### src/verilog/aif_pkg.sv
// Constants and types for the analog input filter configuration block
`default_nettype none
package aif_pkg;
    // ----------------------------------------------------------------
    // Resource definition
    // ----------------------------------------------------------------
    localparam logic [11:0] AIF_RID          = 12'h201;
    localparam logic [7:0]  AIF_DATA_SIZE    = 8'h04;
    localparam logic [7:0]  AIF_RD_LEVEL     = 8'h00;
    localparam logic [7:0]  AIF_WR_LEVEL     = 8'h02;
    localparam logic [7:0]  AIF_TIME_OVERRUN = 8'h5a;
    localparam logic [7:0]  AIF_DATA_TYPE    = 8'h14;
    localparam logic [31:0] AIF_LABEL_LO     = 32'h414e414d;
    localparam logic [31:0] AIF_LABEL_HI     = 32'h4f494547;
    localparam logic [14:0] AIF_DEF_LABEL    = 15'h0000;
    localparam logic [14:0] AIF_DEF_SIZE     = 15'h0001;
    localparam logic [14:0] AIF_DEF_RDLVL    = 15'h0002;
    localparam logic [14:0] AIF_DEF_WRLVL    = 15'h0003;
    localparam logic [14:0] AIF_DEF_OVERRUN  = 15'h0004;
    localparam logic [14:0] AIF_DEF_TYPE     = 15'h0005;
    // ----------------------------------------------------------------
    // Management functions and filter values
    // ----------------------------------------------------------------
    localparam int          AIF_NUM_IO       = 2;
    localparam logic [14:0] AIF_NUM_FUNC     = 15'h0002;
    localparam logic [6:0]  AIF_PCT_MIN      = 7'h01;
    localparam logic [6:0]  AIF_PCT_FULL     = 7'h64;
    localparam int          AIF_SAMPLE_W     = 16;
    // ----------------------------------------------------------------
    // Register map (word indices, address bits 7:2) and fields
    // ----------------------------------------------------------------
    localparam logic [5:0]  AIF_IDX_RID      = 6'h00;
    localparam logic [5:0]  AIF_IDX_OFFSET   = 6'h01;
    localparam logic [5:0]  AIF_IDX_BUFFER   = 6'h02;
    localparam logic [5:0]  AIF_IDX_CTRL     = 6'h03;
    localparam logic [5:0]  AIF_IDX_RES_LO   = 6'h04;
    localparam logic [5:0]  AIF_IDX_RES_HI   = 6'h05;
    localparam logic [5:0]  AIF_IDX_FILT     = 6'h06;
    localparam logic [5:0]  AIF_IDX_AVG0     = 6'h07;
    localparam logic [5:0]  AIF_IDX_AVG1     = 6'h08;
    localparam logic [5:0]  AIF_IDX_INFO     = 6'h09;
    localparam int          AIF_CTRL_GO      = 0;
    localparam int          AIF_CTRL_WRITE   = 1;
    localparam int          AIF_CTRL_DEF     = 2;
    localparam int          AIF_CTRL_LVL_LO  = 4;
    localparam int          AIF_CTRL_BUSY    = 8;
    localparam int          AIF_CTRL_REL     = 9;
    localparam int          AIF_CTRL_ERR     = 10;
    localparam logic [1:0]  AIF_HTRANS_NSEQ  = 2'h2;
    localparam logic        AIF_HRESP_OKAY   = 1'h0;

    typedef struct packed {
        logic                    valid;
        logic [AIF_SAMPLE_W-1:0] data;
    } aif_sample_type;

    typedef struct packed {
        logic [11:0]                           resource_identifier;
        logic [14:0]                           off;
        logic [31:0]                           buffer;
        logic [1:0]                            lvl;
        logic                                  dir_wr;
        logic                                  def_rd;
        logic                                  busy;
        logic                                  released;
        logic                                  err;
        logic [63:0]                           result;
        logic [AIF_NUM_IO-1:0][6:0]            filt;
        logic [AIF_NUM_IO-1:0][AIF_SAMPLE_W-1:0] avg;
        logic [AIF_NUM_IO-1:0]                 primed;
        logic                                  wr_pend;
        logic [5:0]                            wr_idx;
        logic [31:0]                           rdata;
    } aif_state_type;
endpackage
`default_nettype wire
### src/verilog/aif_filter_cfg.sv
// Parameter-channel handler and low-pass filter for two analog inputs
//
// The implementer's own choices: the AHB-Lite register port and the placing of the registers.
`default_nettype none
module aif_filter_cfg
    import aif_pkg::*;
(
    input  wire logic                 i_clk,       // 100 MHz clock
    input  wire logic                 i_rst_b,     // Async reset, low
    input  wire logic                 i_hsel,      // AHB slave select
    input  wire logic [31:0]          i_haddr,     // AHB address
    input  wire logic [1:0]           i_htrans,    // AHB transfer type
    input  wire logic                 i_hwrite,    // AHB write
    input  wire logic [2:0]           i_hsize,     // AHB size
    input  wire logic [31:0]          i_hwdata,    // AHB write data
    input  wire logic                 i_hready,    // AHB bus ready
    output logic      [31:0]          o_hrdata,    // AHB read data
    output logic                      o_hreadyout, // AHB slave ready
    output logic                      o_hresp,     // AHB response
    input  wire aif_sample_type [AIF_NUM_IO-1:0] i_ain, // Raw samples
    output logic [AIF_NUM_IO-1:0][AIF_SAMPLE_W-1:0] o_avg, // Filtered
    output logic                      o_released   // Request released
);

    // ----------------------------------------------------------------
    // Register map, one word each, address bits 7:2 pick the word
    // ----------------------------------------------------------------
    // 00 resource select     rw  bits 11:0
    // 04 access offset       rw  bits 14:0
    // 08 message buffer      rw  byte 0 is the filter setting
    // 0c command control     w   0 go, 1 write, 2 definition, 5:4 level
    //                        r   1, 2, 5:4 from the last accepted go, 8 busy,
    //                            9 released, 10 error
    // 10 result low word     r
    // 14 result high word    r
    // 18 filter settings     r   14:8 input 1, 6:0 input 0
    // 1c average of input 0  r
    // 20 average of input 1  r
    // 24 resource info       r   fixed resource identifier
    // Other words read zero and drop writes; addresses alias every
    // 256 bytes because only bits 7:2 are decoded.
    // A request takes two edges after its control write: one arms
    // busy, the next executes and raises released. A go while busy
    // is dropped, so software must poll released between requests.

    // ----------------------------------------------------------------
    // Helpers
    // ----------------------------------------------------------------
    function automatic logic [5:0] reg_idx(input logic [31:0] addr);
        reg_idx = addr[7:2];
    endfunction

    function automatic logic [AIF_SAMPLE_W-1:0] mix(
        input logic [6:0]              pct,
        input logic [AIF_SAMPLE_W-1:0] smp,
        input logic [AIF_SAMPLE_W-1:0] avg
    );
        logic [23:0] acc;
        // Truncation: a low setting can settle a few counts under the input
        acc = 24'(pct) * 24'(smp)
            + 24'(AIF_PCT_FULL - pct) * 24'(avg);
        mix = AIF_SAMPLE_W'(acc / 24'(AIF_PCT_FULL));
    endfunction

    aif_state_type q;
    aif_state_type d;
    logic          addr_ok;
    logic          wr_ok;
    logic [5:0]    aidx;
    logic [7:0]    val;
    logic [6:0]    pct;

    // ----------------------------------------------------------------
    // Next state
    // ----------------------------------------------------------------
    always_comb
    begin
        d       = q;
        addr_ok = i_hsel && i_hready && (i_htrans == AIF_HTRANS_NSEQ);
        aidx    = reg_idx(i_haddr);
        val     = q.buffer[7:0];
        pct     = val[6:0];
        wr_ok   = 1'b0;

        // ------------------------------------------------------------
        // Bus write data phase
        // ------------------------------------------------------------
        d.wr_pend = addr_ok && i_hwrite;
        d.wr_idx  = aidx;
        if (q.wr_pend)
        begin
            unique case (q.wr_idx)
                AIF_IDX_RID:    d.resource_identifier    = i_hwdata[11:0];
                AIF_IDX_OFFSET: d.off    = i_hwdata[14:0];
                AIF_IDX_BUFFER: d.buffer = i_hwdata;
                AIF_IDX_CTRL:
                begin
                    // Go while busy is dropped so released never races
                    if (i_hwdata[AIF_CTRL_GO] && !q.busy)
                    begin
                        d.dir_wr   = i_hwdata[AIF_CTRL_WRITE];
                        d.def_rd   = i_hwdata[AIF_CTRL_DEF];
                        d.lvl      = i_hwdata[AIF_CTRL_LVL_LO +: 2];
                        d.busy     = 1'b1;
                        d.released = 1'b0;
                        d.err      = 1'b0;
                    end
                end
                default: ;
            endcase
        end

        // ------------------------------------------------------------
        // Request execution
        // ------------------------------------------------------------
        if (q.busy)
        begin
            d.busy     = 1'b0;
            d.released = 1'b1;
            d.err      = 1'b0;
            if (q.resource_identifier != AIF_RID)
                d.err = 1'b1;
            else if (q.def_rd && !q.dir_wr)
            begin
                d.result = 64'h0;
                unique case (q.off)
                    AIF_DEF_LABEL:   d.result = {AIF_LABEL_HI, AIF_LABEL_LO};
                    AIF_DEF_SIZE:
                        d.result[7:0] = AIF_DATA_SIZE;
                    AIF_DEF_RDLVL:
                        d.result[7:0] = AIF_RD_LEVEL;
                    AIF_DEF_WRLVL:
                        d.result[7:0] = AIF_WR_LEVEL;
                    AIF_DEF_OVERRUN:
                        d.result[7:0] = AIF_TIME_OVERRUN;
                    AIF_DEF_TYPE:
                        d.result[7:0] = AIF_DATA_TYPE;
                    default:         d.err = 1'b1;
                endcase
            end
            else if (q.off >= AIF_NUM_FUNC)
                d.err = 1'b1;
            else if (!q.dir_wr)
                d.result = {57'h0, q.filt[q.off[0]]};
            else
            begin
                // Reserved bytes 1 to 3 are not checked
                wr_ok = (8'(q.lvl) >= AIF_WR_LEVEL)
                     && (val >= 8'(AIF_PCT_MIN))
                     && (val <= 8'(AIF_PCT_FULL));
                d.err = !wr_ok;
                if (wr_ok)
                    d.filt[q.off[0]] = pct;
            end
        end

        // ------------------------------------------------------------
        // Filtering; first sample after reset seeds the average
        // ------------------------------------------------------------
        for (int i = 0; i < AIF_NUM_IO; i++)
        begin
            if (i_ain[i].valid)
            begin
                d.primed[i] = 1'b1;
                if (!q.primed[i] || q.filt[i] == AIF_PCT_FULL)
                    d.avg[i] = i_ain[i].data;
                else
                    d.avg[i] = mix(q.filt[i], i_ain[i].data,
                                   q.avg[i]);
            end
        end

        // ------------------------------------------------------------
        // Read data registered at the address phase
        // ------------------------------------------------------------
        // No wait states: a read whose address meets the data phase of
        // a write to the same word still returns the old value
        if (addr_ok && !i_hwrite)
        begin
            unique case (aidx)
                AIF_IDX_RID:    d.rdata = {20'h0, q.resource_identifier};
                AIF_IDX_OFFSET: d.rdata = {17'h0, q.off};
                AIF_IDX_BUFFER: d.rdata = q.buffer;
                AIF_IDX_CTRL:   d.rdata = {21'h0, q.err, q.released, q.busy,
                                           2'h0, q.lvl, 1'b0, q.def_rd,
                                           q.dir_wr, 1'b0};
                AIF_IDX_RES_LO: d.rdata = q.result[31:0];
                AIF_IDX_RES_HI: d.rdata = q.result[63:32];
                AIF_IDX_FILT:   d.rdata = {17'h0, q.filt[1], 1'b0, q.filt[0]};
                AIF_IDX_AVG0:   d.rdata = {16'h0, q.avg[0]};
                AIF_IDX_AVG1:   d.rdata = {16'h0, q.avg[1]};
                AIF_IDX_INFO:   d.rdata = {20'h0, AIF_RID};
                default:        d.rdata = 32'h0;
            endcase
        end
    end

    // ----------------------------------------------------------------
    // State register
    // ----------------------------------------------------------------
    always_ff @(posedge i_clk or negedge i_rst_b)
    begin
        if (!i_rst_b)
        begin
            q      <= '0;
            // Filters wake up as pass-through
            q.filt <= {AIF_NUM_IO{AIF_PCT_FULL}};
        end
        else
            q <= d;
    end

    // Zero wait states: every transfer completes in one data phase
    assign o_hrdata    = q.rdata;
    assign o_hreadyout = 1'b1;
    assign o_hresp     = AIF_HRESP_OKAY;
    assign o_avg       = q.avg;
    assign o_released  = q.released;

endmodule
`default_nettype wire

### config.mk
export PLATFORM = sky130hd
export DESIGN_NAME = aif_filter_cfg
export DESIGN_NICKNAME = d
export VERILOG_FILES = /design/src/verilog/aif_pkg.sv /design/src/verilog/aif_filter_cfg.sv
export SDC_FILE = /design/constraint.sdc
export NUM_CORES = 2
export LEC_CHECK = 0
export BUFFER_PORTS_ARGS = -buffer_cell sky130_fd_sc_hd__buf_4
export CORE_ASPECT_RATIO = 1.2
export CORE_MARGIN = 5
export CORE_UTILIZATION = 30
export CTS_CLUSTER_SIZE = 14
export DETAILED_ROUTE_END_ITERATION = 12
export GPL_ROUTABILITY_DRIVEN = 0
export GPL_TIMING_DRIVEN = 0
export PLACE_DENSITY_LB_ADDON = 0.3
export SYNTH_ARGS = -nofsm -noshare
export SYNTH_HDL_FRONTEND = slang
export SYNTH_SLANG_ARGS = --single-unit
### constraint.sdc
create_clock -name i_clk -period 21.6 [get_ports i_clk]
set_input_delay 1.08 -clock i_clk [delete_from_list [all_inputs] [get_ports i_clk]]
set_output_delay 1.08 -clock i_clk [all_outputs]
set_load 0.05 [all_outputs]
==> metrics.cfg <==
[outcome]
status = complete, no violations

[clock_tree]
tritoncts = yes
root_buffer = clkbuf_16
clock_sinks = 161
cts_buffers = 17
clock_latency_ns = 0.47
cts_buffer_depth = 2
path_clk_slew_ns = 0.08
htree_levels = 4

[detailed_routing]
drtIter0Drc = 1641
ant_nets = 0
route.vias.total = 27700
drc = 0
wl_mm = 99.4
wire_per_inst_um = 18.5
drt-pass1-iter-count = 5
vias_per_cell = 5.16

[sta]
finClkSkew_ns = 0.0244
hold_viol = 0
max_freq_mhz = 49.5
finalCritPeriodShare_pct = 93.6
worst_slew_pin_slew_ns = 1.08
timing.final.crit_period_ns = 20.21
setup_tns_ns = 0
relSlewSlack_pct = 27.7
setup_viol = 0
slew_violations = 0
rsz0062_at_grt = no

[critical_path]
crit_top_cell = fa_1
slowest_delay_ns = 0.73
path_class = flop to flop
rr_startpoint = q[80]
worstPathArrival_ns = 20.55
worstPathMaxFanout = 10
critPathSlowestCell = a2111oi_0
critPathLaunchType = flop
worstSetupStartpoint = q[80]
critPathRequiredTime_ns = 21.94
cp_top_family = compound AO/OA/AOI/OAI gates
cp-end-kind = flop
path_buf_inv = 8

[global_routing]
grt_max_degree = 88
grt_usage_pct = 17.3
grt_pass1_wl_mm = 158
grt_antenna_before_repair = 17
grt_pass1_vias = 27900
grt_overflow = 0

[synth]
seq_area_frac_synth_pct = 12.7
ys_ff_latch = 161
ys_top_cells_by_count = inv_1, nand2_1, fa_1
synth_top_cell_area_share_pct = 24.4
yosysTopAreaCell = fa_1
synth_fp_nets = 4468
async_flop_share_pct = 100
yosys_warnings = 0
synth_area_leaders = fa_1, dfrtp_1, ha_1
synth_cell_types = 125
syn-cell-area_um2 = 31900
syn_inst = 3810
synth_edf_count = 0
syn_area_per_cell_um2 = 8.36
synth_flop_cell = dfrtp_1
yosysMostFrequentCell = inv_1

[cells_and_area]
syn2layout_area_growth_pct = 11.0
multi_input_area_um2 = 24800
ff_latch_area_um2 = 4040
layout-drive-gt1-share_pct = 12.1
nets = 4611
nFillCells = 11300

[floorplanning]
die_w_um = 308
start_util_pct = 30.1
io_pins = 175
coreArea_um2 = 106000
dieArea_um2 = 113000
die_y_um = 367
num_rows = 131

[flow_run]
maxCapViolations = 0

[worst_hold_path]
hold_start = q[39]
holdCritPathClass = flop to flop

[placed_design]
dpl.hpwl_mm = 82.2
io_buffers = 123

[what timing repair did]
item                                   4_1_cts  5_1_grt
hold buffers                                 0        0
endpoints found under the hold margin        0        0
setup endpoints to repair                    0        7
gates resized for setup                      0       25
buffers inserted                             0        0
[flip-flops by register name (all words and copies together), names as in the netlist]
register / flops
q: 89
pct: 7
o_avg: 32
o_hrdata: 32
o_released: 1
[placed cells by master (no fill, tap or decap), types with 23 or more instances in the layout]
cell      instances
inv_1           503
nand2_1         485
fa_1            388
and2_1          218
buf_4           189
nor2_1          167
ha_1            162
dfrtp_1         155
o21ai_0         147
a21oi_1         147
clkbuf_1        134
mux2_2          105
nor3_1           86
xnor2_1          85
nand3_1          67
mux2i_1          47
a31oi_1          43
a211oi_1         41
a21o_1           40
xor2_1           34
o211ai_1         31
buf_1            30
or2_2            27
and3_1           26
nor4_1           25
a211o_1          24
or3_1            23
[kinds of logic (layout without fill, tap and decap cells)]
logic type               count (synthesis)  count (layout)  share of synthesized area, %
buffers and inverters                  759             915                          9.82
AND/OR/NAND/NOR                       1237            1237                          19.0
other                                    2              11                        0.0236
multiplexers                           154             154                          5.29
XOR/XNOR                               126             126                          3.58
adder cells (fa/ha/maj)                562             562                          31.1
AO/OA/AOI/OAI                          809             809                          18.5
flip-flops                             161             161                          12.7
[path summary, 6_finish.rpt]
path                                   to  slack [ns]  cells after the start
min in group asynchronous       o_avg[10]        0.59                      1
worst min-delay path                q[39]        0.47                      1
max in group asynchronous           q[79]       20.02                      2
worst min register to register      q[39]        0.47                      1
worst max-delay path            o_avg[16]        1.39                     62
worst max register to register  o_avg[16]        1.39                     62
[cell type report]
cell class | instances | area share [%]
timing repair buffer | 126 | 2.75
inverter | 505 | 5.36
multi-input combinational | 2890 | 70.1
clock inverter | 14 | 0.615
antenna | 9 | 0.0637
buffer | 252 | 3.48
clock buffer | 18 | 1.24
tap | 1396 | 4.94
sequential | 161 | 11.4
[per-stage QoR]
stage / setup WS (ns) / util, % / area, µm² / instances / hold slack, ns
after floorplan: 4.50 / - / 31900 / 3810 / 0.432
after global placement: 0.355 / 32.6 / 34500 / 5329 / 0.448
after detailed placement: 0.316 / 32.7 / 34600 / 5331 / 0.451
after CTS: 0.233 / 33.3 / 35300 / 5363 / 0.468
after global routing: 0.0193 / 33.4 / 35400 / 5367 / 0.477
final: 1.39 / 33.4 / 35400 / 5371 / 0.467
[metal layers]
metal | share of wire [%] | GRT usage (%) | vias to the layer above | routed length (µm)
li1 | - | - | 13200 | -
met1 | 42 | 21.6 | 13900 | 41800
met2 | 52 | 31.8 | 549 | 51900
met3 | 3.5 | 1.90 | 117 | 3490
met4 | 2.1 | 4.29 | 16 | 2110
met5 | 0.099 | 0 | - | 98
Power is not shown: default switching activity piles up to over one toggle a cycle in this logic, so the estimate is an artifact.
